==> config.mk <==
export PLATFORM = sky130hd
export DESIGN_NAME = external_interrupt_sources
export DESIGN_NICKNAME = d
export VERILOG_FILES = /design/src/hw/ext_irq_pkg.sv /design/src/hw/external_interrupt_sources.sv
export SDC_FILE = /design/constraint.sdc
export NUM_CORES = 1
export LEC_CHECK = 0
export BUFFER_PORTS_ARGS = -buffer_cell sky130_fd_sc_hd__buf_4
export CORE_ASPECT_RATIO = 2
export CORE_MARGIN = 2
export CORE_UTILIZATION = 35
export DETAILED_ROUTE_END_ITERATION = 10
export PLACE_DENSITY = 0.69
export SLEW_MARGIN = 20
export SYNTH_ARGS = -nofsm -noshare
export SYNTH_HDL_FRONTEND = slang
export SYNTH_SLANG_ARGS = --single-unit
==> constraint.sdc <==
create_clock -name clk -period 1.45 [get_ports clk]
set_input_delay 0.0725 -clock clk [delete_from_list [all_inputs] [get_ports clk]]
set_output_delay 0.0725 -clock clk [all_outputs]
set_load 0.02 [all_outputs]
==> src/hw/ext_irq_pkg.sv <==
// constants and types of the external interrupt request block
// What this block does
// - seven external requests: one non-maskable input and six active-low pins five to zero
// - non-maskable request has top priority and ignores the processor mask bits
// - one edge-select bit picks rising or falling edge for the non-maskable input
// - the non-maskable request is handled with exception vector number 7
// - non-maskable and requests zero to two wake from software standby, three to five not
// - each maskable pin senses either a low level or a falling edge
// - an enable bit per maskable request allows or blocks its delivery
// - maskable request priority is set by bits 7 to 4 of priority register A
// - a status flag per maskable pin records a request; software clears it by writing 0
package ext_irq_pkg;
  localparam int NUM_IRQ = 6;
  localparam int ADR_W = 8;
  localparam logic [7:0] ADR_SYSCTL = 8'h00;
  localparam logic [7:0] ADR_SENSE = 8'h04;
  localparam logic [7:0] ADR_ENABLE = 8'h08;
  localparam logic [7:0] ADR_FLAGS = 8'h0C;
  localparam logic [7:0] ADR_PRIO = 8'h10;
  localparam logic [7:0] ADR_EVT = 8'h14;
  localparam logic [7:0] ADR_EVTMASK = 8'h18;
  localparam int PRIO_LSB = 4;
  localparam int PRIO_MSB = 7;
  localparam int EVT_NMI = 6;
  localparam int EVT_WAKE = 7;
  localparam logic [7:0] NMI_VECTOR = 8'h07;
  localparam logic [5:0] WAKE_CAPABLE = 6'h07;
  localparam logic [6:0] SYNC_RST = 7'h7F;
  localparam logic [5:0] SENSE_RST = 6'h00;
  localparam logic [5:0] ENABLE_RST = 6'h00;
  localparam logic NMI_EDGE_RST = 1'b0;
  localparam logic [3:0] PRIO_RST = 4'h0;
  localparam logic [7:0] EVT_RST = 8'h00;

  typedef struct packed {
    logic nmiEdge;
    logic [5:0] sense;
    logic [5:0] enable;
    logic [3:0] prio;
  } ctrl_t;
endpackage

==> src/hw/external_interrupt_sources.sv <==
// external interrupt request logic with a wishbone register slave
//
// Design decisions made here: the Wishbone register port and the register addresses.
`timescale 1ns/1ns
`default_nettype none
module external_interrupt_sources
  import ext_irq_pkg::*;
(
  input wire logic clk,
  input wire logic srst,
  input wire logic cyc_i,
  input wire logic stb_i,
  input wire logic we_i,
  input wire logic [ADR_W-1:0] adr_i,
  input wire logic [31:0] dat_i,
  input wire logic [3:0] sel_i,
  output logic [31:0] dat_o,
  output logic ack_o,
  input wire logic nmiPin,
  input wire logic [NUM_IRQ-1:0] irqPin_n,
  input wire logic intMaskBit,
  input wire logic standbyIn,
  input wire logic nmiAck,
  output logic nmiReq,
  output logic [7:0] nmiVector,
  output logic [NUM_IRQ-1:0] irqReq,
  output logic [3:0] irqPriority,
  output logic wakeUp,
  output logic intOut
);

  // ----------------------------------------
  // pin synchronisers
  // ----------------------------------------
  logic [6:0] s1_r;
  logic [6:0] s2_r;
  logic [6:0] s3_r;

  always_ff @(posedge clk)
  begin
    if (srst)
    begin
      s1_r <= SYNC_RST;
      s2_r <= SYNC_RST;
      s3_r <= SYNC_RST;
    end
    else
    begin
      s1_r <= {nmiPin, irqPin_n};
      s2_r <= s1_r;
      s3_r <= s2_r;
    end
  end

  // edge detection waits until the last stage holds a real pin sample
  logic [2:0] primed_r;
  logic primed;

  always_ff @(posedge clk)
  begin
    if (srst)
      primed_r <= 3'h0;
    else
      primed_r <= {primed_r[1:0], 1'b1};
  end

  assign primed = primed_r[2];

  // ----------------------------------------
  // register slave
  // ----------------------------------------
  ctrl_t ctrl_r;
  logic [NUM_IRQ-1:0] flags_r;
  logic [7:0] evt_r;
  logic [7:0] evtMask_r;
  logic ack_r;
  logic [31:0] dat_r;
  logic wrEn;
  logic rdEn;

  assign wrEn = cyc_i & stb_i & we_i & ack_r & sel_i[0];
  assign rdEn = cyc_i & stb_i & ~ack_r;
  assign ack_o = ack_r;
  assign dat_o = dat_r;

  always_ff @(posedge clk)
  begin
    if (srst)
      ack_r <= 1'b0;
    else
      ack_r <= cyc_i & stb_i & ~ack_r;
  end

  always_ff @(posedge clk)
  begin
    if (srst)
      dat_r <= 32'h0000_0000;
    else if (rdEn)
    begin
      dat_r <= 32'h0000_0000;
      if (adr_i == ADR_SYSCTL)
        dat_r[0] <= ctrl_r.nmiEdge;
      else if (adr_i == ADR_SENSE)
        dat_r[5:0] <= ctrl_r.sense;
      else if (adr_i == ADR_ENABLE)
        dat_r[5:0] <= ctrl_r.enable;
      else if (adr_i == ADR_FLAGS)
        dat_r[5:0] <= flags_r;
      else if (adr_i == ADR_PRIO)
        dat_r[PRIO_MSB:PRIO_LSB] <= ctrl_r.prio;
      else if (adr_i == ADR_EVT)
        dat_r[7:0] <= evt_r;
      else if (adr_i == ADR_EVTMASK)
        dat_r[7:0] <= evtMask_r;
    end
  end

  always_ff @(posedge clk)
  begin
    if (srst)
    begin
      ctrl_r.nmiEdge <= NMI_EDGE_RST;
      ctrl_r.sense <= SENSE_RST;
      ctrl_r.enable <= ENABLE_RST;
      ctrl_r.prio <= PRIO_RST;
      evtMask_r <= EVT_RST;
    end
    else if (wrEn)
    begin
      if (adr_i == ADR_SYSCTL)
        ctrl_r.nmiEdge <= dat_i[0];
      else if (adr_i == ADR_SENSE)
        ctrl_r.sense <= dat_i[5:0];
      else if (adr_i == ADR_ENABLE)
        ctrl_r.enable <= dat_i[5:0];
      else if (adr_i == ADR_PRIO)
        ctrl_r.prio <= dat_i[PRIO_MSB:PRIO_LSB];
      else if (adr_i == ADR_EVTMASK)
        evtMask_r <= dat_i[7:0];
    end
  end

  // ----------------------------------------
  // maskable request detection
  // ----------------------------------------
  logic [NUM_IRQ-1:0] setVec;
  logic [NUM_IRQ-1:0] clrVec;
  logic [NUM_IRQ-1:0] fallHit;
  logic [NUM_IRQ-1:0] levelHit;

  assign fallHit = s3_r[5:0] & ~s2_r[5:0] & {NUM_IRQ{primed}};
  assign levelHit = ~s2_r[5:0];
  assign setVec = (ctrl_r.sense & fallHit) | (~ctrl_r.sense & levelHit);
  assign clrVec = (wrEn && adr_i == ADR_FLAGS) ? ~dat_i[5:0] : 6'h00;

  always_ff @(posedge clk)
  begin
    if (srst)
      flags_r <= 6'h00;
    else
      flags_r <= (flags_r & ~clrVec) | setVec;
  end

  assign irqReq = flags_r & ctrl_r.enable & {NUM_IRQ{~intMaskBit}};
  assign irqPriority = ctrl_r.prio;

  // ----------------------------------------
  // non-maskable request
  // ----------------------------------------
  logic nmiHit;
  logic nmiPending_r;
  logic [7:0] nmiVector_r;
  logic wakeUp_r;

  assign nmiHit = primed &
    (ctrl_r.nmiEdge ? (s2_r[6] & ~s3_r[6]) : (s3_r[6] & ~s2_r[6]));

  always_ff @(posedge clk)
  begin
    if (srst)
      nmiPending_r <= 1'b0;
    else
      nmiPending_r <= (nmiPending_r & ~nmiAck) | nmiHit;
  end

  always_ff @(posedge clk)
  begin
    if (srst)
      nmiVector_r <= 8'h00;
    else
      nmiVector_r <= NMI_VECTOR;
  end

  assign nmiReq = nmiPending_r;
  assign nmiVector = nmiVector_r;

  // ----------------------------------------
  // standby wake-up
  // ----------------------------------------
  always_ff @(posedge clk)
  begin
    if (srst)
      wakeUp_r <= 1'b0;
    else
      wakeUp_r <= standbyIn & (nmiHit | (|(setVec & WAKE_CAPABLE)));
  end

  assign wakeUp = wakeUp_r;

  // ----------------------------------------
  // event status and interrupt output
  // ----------------------------------------
  logic [7:0] evtSet;
  logic [7:0] evtClr;

  assign evtSet = {wakeUp_r, nmiHit, setVec};
  assign evtClr = (wrEn && adr_i == ADR_EVT) ? dat_i[7:0] : 8'h00;

  always_ff @(posedge clk)
  begin
    if (srst)
      evt_r <= EVT_RST;
    else
      evt_r <= (evt_r & ~evtClr) | evtSet;
  end

  assign intOut = |(evt_r & evtMask_r);
endmodule
`default_nettype wire

==> results of run 1 <==
kinds of logic (layout without fill, tap and decap cells):
kind of cell | Yosys count | in the layout | synth area share, %
muxes | 27 | 27 | 7.72
AOI/OAI and AO/OA | 82 | 82 | 16.0
DFF | 74 | 74 | 42.3
and+or+nand+nor | 128 | 128 | 22.5
buffers and inverters | 66 | 116 | 11.4
other | 1 | 29 | 0.107
worst max path at each step:
stage	end	depth (start not counted)	startpoint	slack (ns)
3_3_place_gp	evt_r[6]	6	adr_i[5]	-0.12
4_1_cts	evt_r[7]	6	ack_o	0.008
5_1_grt	evt_r[3]	6	ack_o	-0.002
3_5_place_dp	evt_r[7]	6	adr_i[5]	-0.16
2_1_floorplan	evt_r[7]	5	ack_o	0.06
6_report	intOut	3	evt_r[1]	0.06
area by class of cell:
type                            count  area, um2  share of cell area, %
Clock buffer                        9        225                   5.01
Clock inverter                      7       92.6                   2.06
Inverter                           10       37.5                  0.835
Multi-Input combinational cell    266       1780                   39.6
Sequential cell                    74       1480                   33.0
Tap cell                          132        165                   3.67
Timing Repair Buffer               90        712                   15.8
cells in the mapped netlist (all sizes together) (2+ instances only):
cell type and instances:
dfxtp 74, buf 46, nor2 33, mux2i 27, a21oi 24, or2 21
nand2 20, clkbuf 10, inv 10, nand4 10, and3b 9, o21ai 9
o31ai 8, a21o 7, a22oi 7, nor2b 5, nor3b 5, nand2b 4
nor3 4, nor4b 4, o22ai 4, a211o 2, a22o 2, and3 2
nand3 2, nor4 2, o2bb2ai 2, o32ai 2, or4b 2
layer usage:
metal / part of all wire [%] / global-route usage, % / vias up / wire (um)
met4: 6.4 / 12.6 / 0 / 561
met2: 53 / 29.5 / 94 / 4630
met3: 4.4 / 3.95 / 29 / 387
met1: 36 / 16.3 / 1398 / 3130
met5: 0 / 0 / - / 0
li1: - / - / 1420 / -
stage by stage:
stage | hold slack (ns) | TNS [ns]
final | 0.00657 | 0
after global routing | 0.0161 | -0.00303
after CTS | 0.0141 | 0
after detailed placement | 0.259 | -2.62
after global placement | 0.257 | -1.71
after floorplan | 0.176 | 0
sequential cells by signal (all words and copies together), names as in the netlist:
| register | cells |
|---|---|
| s2_r | 7 |
| wakeUp | 1 |
| s1_r | 7 |
| ack_o | 1 |
| ctrl_r | 13 |
| flags_r | 6 |
| dat_o | 8 |
| evtMask_r | 8 |
| nmiVector | 1 |
| evt_r | 8 |
| irqPriority | 4 |
| s3_r | 7 |
| primed_r | 2 |
| nmiReq | 1 |
worst max-delay path, stage by stage, from the launching register on:
cell,delay (ns)
dfxtp_1,0.33
a22oi_1,0.28
nand4_1,0.18
buf_4,0.20
power by group through the flow:
| stage | Combinational (mW) | Sequential (mW) | Clock, mW |
|---|---|---|---|
| after floorplan | 0.320 | 2.15 | 0 |
| after global placement | 0.422 | 2.15 | 0 |
| after detailed placement | 0.431 | 2.16 | 0 |
| after CTS | 0.456 | 2.11 | 2.41 |
| after global routing | 0.503 | 2.12 | 2.51 |
| final | 0.464 | 2.11 | 2.36 |
what timing repair did:
action	CTS	global route
endpoints found under the setup margin	18	29
hold endpoints to repair	12	0
setup buffers	0	1
pin swaps	0	2
gates resized for setup	6	11
hold buffers	10	0
gates cloned	0	0
==> out/summary.txt, run 1 <==
Combinational Power Share = 9.4%
Total GRT Usage = 16.9%
Setup crit start kind = register
ranking of synthesized cells by area = dfxtp_1, buf_4, mux2i_1
Synth area leader = dfxtp_1
Critical Path AT = 1.32 ns
Yosys cell types = 57
final hold violations = 0
number of synthesized flops with an enable pin = 0
Clock Pin Slew Worst Setup and Hold Paths = 0.06 ns
Layout fillers = 980
final design utilization = 46.0%
mapped cell area = 3500 um2
reg2reg path depth = 5
# IOs = 113
Net Switching = 1.16 mW
Final setup violation count = 0
global route total overflow = 0
Die Y = 145 um
Final GP Congestion = 0.874
Routed WL = 8.70 mm
Reg2Reg Setup Slack = 0.07 ns
crit path max fanout = 3
fraction of layout cells with a size suffix above 1 = 28.5%
DR pass1 iterations = 4
Final nets = 510
Post-DRT Antenna Nets = 0
Clock Power Share = 47.8%
register area share after synthesis = 42.3%
die area = 10900 um2
Post-synth ARST share = 0%
unrepaired setup endpoints after global routing = yes
DRC errors left = 0
#FFs+latches synth = 74
vias = 2941
area of placed instances = 4010 um2
Achievable Freq = 0.720 GHz
area of the core = 9760 um2
commonest cells after routing, fill and taps aside = buf_4, dfxtp_1, nor2_1, conb_1, mux2i_1
sw frac = 23.5%
run status = completed
Required @ worst endpoint = 1.38 ns
DR WL/cell = 14.8 um
Main synth FF type = dfxtp_1
Seq pwr share = 42.8%
Root Buffer = clkbuf_16
Ant. Diodes = 0
1st-iter DRT viols = 157
final worst slack = 0.0603 ns
Worst-Margin Slew = 0.653 ns
chip width = 74.7 um
Synth Instances = 378
Place WS = -0.165 ns
Worst Hold End = wakeUp
Synth-to-Final Area Change = 28.4%
Vias per Instance = 5.00
initial antenna violation count = 0
crit path kind = register to output port
r2r startpoint = ack_o
Leak Pwr = 2.06 nW
worst hold path depth = 3
placed cell count = 561
Port Buffer Count = 56
Max-cap violations = 0
power per cell area = 1100 nW/um2
Setup crit end kind = output port
Hold Path Class = primary input to register
post-route insts no fill = 588
max-slew violations = 0
relative slew slack = 56.3%
H-tree depth = 3
CTS Buffer Depth = 2
row cnt = 51
r2r endpoint = evtMask_r[1]
final period utilization = 95.8%
CTS tree = done
Syn. warnings = 0
cts bufs inserted = 9
Hold Startpoint = standbyIn
min Tclk post-route = 1.39 ns
Worst VDD drop = 0.000653 V
initial core utilization = 35.9%
commonest non-fill, non-tap cell in the layout = buf_4
largest net degree at the start of global routing = 32
Finished Cell Area = 4500 um2
DP HPWL = 6.69 mm
Sink Count = 74
Setup Skew = 0.00791 ns
Synth top area share = 42.3%
syn avg cell area = 9.26 um2
first-pass GRT wire length = 14.0 mm
vias in the first global route = 2937
clk_lat worst skew = 0.33 ns
total power = 4.94 mW
P_int = 3.78 mW
Power figures use the tool's default switching activity.
==> inputs of run 2 (changes only) <==
- CORE_MARGIN: 2 -> default
==> run 2 against run 1 <==
Cell count shrank 0.51%. Design area shrank 0.53%. First-iteration DRC count grew 22%. Global-route usage grew 0.40 points. Clock power shrank 7%. Register-to-register slack is essentially flat. Worst hold slack lost 0.0012 ns.
==> out/summary.txt, run 2 (same netlist as run 1, synthesis figures left out) <==
fraction of layout cells with a size suffix above 1 = 28.9% (+0.41 points)
Total GRT Usage = 17.3% (+0.40 points)
largest net degree at the start of global routing = 32 (unchanged)
Worst VDD drop = 0.000845 V (+30%)
Clock Pin Slew Worst Setup and Hold Paths = 0.06 ns (about the same)
Seq pwr share = 44.4% (+1.6 points)
Hold Startpoint = dat_i[7]
Worst-Margin Slew = 0.557 ns (-0.0962 ns)
clk_lat worst skew = 0.33 ns (about the same)
vias in the first global route = 2855 (-2.8%)
final hold violations = 0 (unchanged)
initial antenna violation count = 0 (unchanged)
power per cell area = 1060 nW/um2 (-3.0%)
post-route insts no fill = 585 (-0.51%)
Combinational Power Share = 9.7% (+0.3 points)
chip width = 72.7 um (-2.7%)
1st-iter DRT viols = 192 (+22%)
# IOs = 113 (unchanged)
r2r endpoint = irqPriority[0]
max reg flops = 13 (unchanged)
row cnt = 51 (unchanged)
Routed WL = 8.75 mm (+0.59%)
DR WL/cell = 15.0 um (+1.1%)
DR pass1 iterations = 4 (unchanged)
Max-cap violations = 0 (unchanged)
cts bufs inserted = 9 (unchanged)
sw frac = 23.5% (+0.070 points)
die area = 10400 um2 (-4.0%)
P_int = 3.64 mW (-3.6%)
Root Buffer = clkbuf_16
Post-DRT Antenna Nets = 0 (unchanged)
Port Buffer Count = 56 (unchanged)
reg2reg path depth = 6 (+1)
Final nets = 507 (-0.59%)
Sum Neg Setup Slack = 0 ns (unchanged)
Worst Hold End = evtMask_r[7]
Setup Skew = 0.00883 ns (+0.000917 ns)
placed cell count = 560 (-0.18%)
final hold slack = 0.00533 ns (-0.00124 ns)
final worst slack = 0.0573 ns (-0.00295 ns)
CTS tree = done
DRC errors left = 0 (unchanged)
Final setup violation count = 0 (unchanged)
first-pass GRT wire length = 13.5 mm (-3.5%)
max-slew violations = 0 (unchanged)
Reg2Reg Setup Slack = 0.06 ns (about the same)
min Tclk post-route = 1.39 ns (+0.00295 ns)
Net Switching = 1.12 mW (-3.2%)
Hold Path Class = primary input to register
Achievable Freq = 0.718 GHz (-0.21%)
Required @ worst endpoint = 1.67 ns (+0.29 ns)
relative slew slack = 62.7% (+6.4 points)
area of the multi-input gates = 1790 um2 (+0.63%)
Clock Power Share = 45.9% (-1.9 points)
Vias per Instance = 4.95 (-0.99%)
Setup crit end kind = register
CTS Buffer Depth = 2 (unchanged)
worst hold path depth = 3 (unchanged)
Synth-to-Final Area Change = 27.7%
Setup crit start kind = register
global route total overflow = 0 (unchanged)
commonest non-fill, non-tap cell in the layout = buf_4
flip-flop and latch area = 1480 um2 (unchanged)
r2r startpoint = ack_o
run status = completed
area of the core = 9700 um2 (-0.65%)
Place WS = -0.0922 ns (+0.0724 ns)
Top reg by flops = ctrl_r
Critical Path AT = 1.61 ns (+0.29 ns)
commonest cells after routing, fill and taps aside = buf_4, dfxtp_1, nor2_1, conb_1, mux2i_1
final period utilization = 96.0% (+0.20 points)
vias = 2897 (-1.5%)
crit path max fanout = 5 (+2)
H-tree depth = 3 (unchanged)
Die Y = 143 um (-1.4%)
Sink Count = 74 (unchanged)
Final GP Congestion = 0.878 (+0.47%)
Layout fillers = 954 (-2.7%)
crit path kind = register to register
Leak Pwr = 2.04 nW (-0.77%)
DP HPWL = 6.65 mm (-0.63%)
Ant. Diodes = 0 (unchanged)
initial core utilization = 36.1% (+0.24 points)
-- run 2: changes by cell type in the layout (fill, tap and decap cells not counted), moves of 2 or more --
cell	before	now
o21ai_0	2	4
dlygate4sd3_1	10	7
o21ai_1	7	5
buf_4	78	75
buf_6	1	4
-- run 2: what timing repair did --
action | in CTS | in global routing
hold buffers | 7 | 0
hold endpoints to repair | 7 | 0
buffers inserted | 0 | 2
pin swaps | 0 | 4
cloned | 0 | 0
resized for setup | 7 | 11
setup endpoints to repair | 27 | 18
-- run 2: area by class of cell --
cell class	instances	share of cell area, %
clock inverters	5	1.20
flip-flops and latches	74	33.2
multi-input cells	266	40.1
repair buffers	87	15.6
inverters	10	0.839
well taps	132	3.69
clock buffers	11	5.43
-- run 2: per-stage QoR --
step           power (mW)  util (%)  cell area [um2]
3_3_place_gp         2.57      41.3             4010
6_report             4.76      46.1             4470
5_1_grt              4.92      46.1             4470
3_5_place_dp         2.58      41.3             4010
4_1_cts              4.80      45.4             4410
2_1_floorplan        2.47         -             3620
-- run 2: critical path, cell delays in order (launching register included) --
cell	delay (ns)
dfxtp_2	0.33
and4_4	0.24
buf_6	0.14
nand4_1	0.13
buf_6	0.20
mux2i_1	0.17
nor2_1	0.06
-- run 2: how the worst max path moves through the flow --
| stage | startpoint | end | slack [ns] | cells after the start |
|---|---|---|---|---|
| after floorplan | ack_o | evt_r[7] | 0.06 | 5 |
| after global placement | adr_i[5] | evt_r[6] | -0.08 | 6 |
| after detailed placement | adr_i[5] | irqPriority[0] | -0.09 | 6 |
| after CTS | ack_o | irqPriority[0] | 0.03 | 6 |
| after global routing | ack_o | dat_o[5] | -0.04 | 4 |
| final | ack_o | irqPriority[0] | 0.06 | 6 |
-- run 2: metal layers --
| metal | wire length (um) | vias up | global-route usage [%] | share of wire, % |
|---|---|---|---|---|
| met5 | 0 | - | 0 | 0 |
| met1 | 3110 | 1347 | 16.8 | 36 |
| li1 | - | 1425 | - | - |
| met4 | 459 | 0 | 14.4 | 5.2 |
| met3 | 383 | 28 | 3.23 | 4.4 |
| met2 | 4800 | 97 | 30.8 | 55 |
-- run 2: power by group through the flow --
stage / clock network, mW / logic [mW] / registers, mW
5_1_grt: 2.30 / 0.501 / 2.12
4_1_cts: 2.24 / 0.448 / 2.11
2_1_floorplan: 0 / 0.320 / 2.15
6_report: 2.19 / 0.460 / 2.11
3_5_place_dp: 0 / 0.428 / 2.16
3_3_place_gp: 0 / 0.420 / 2.15
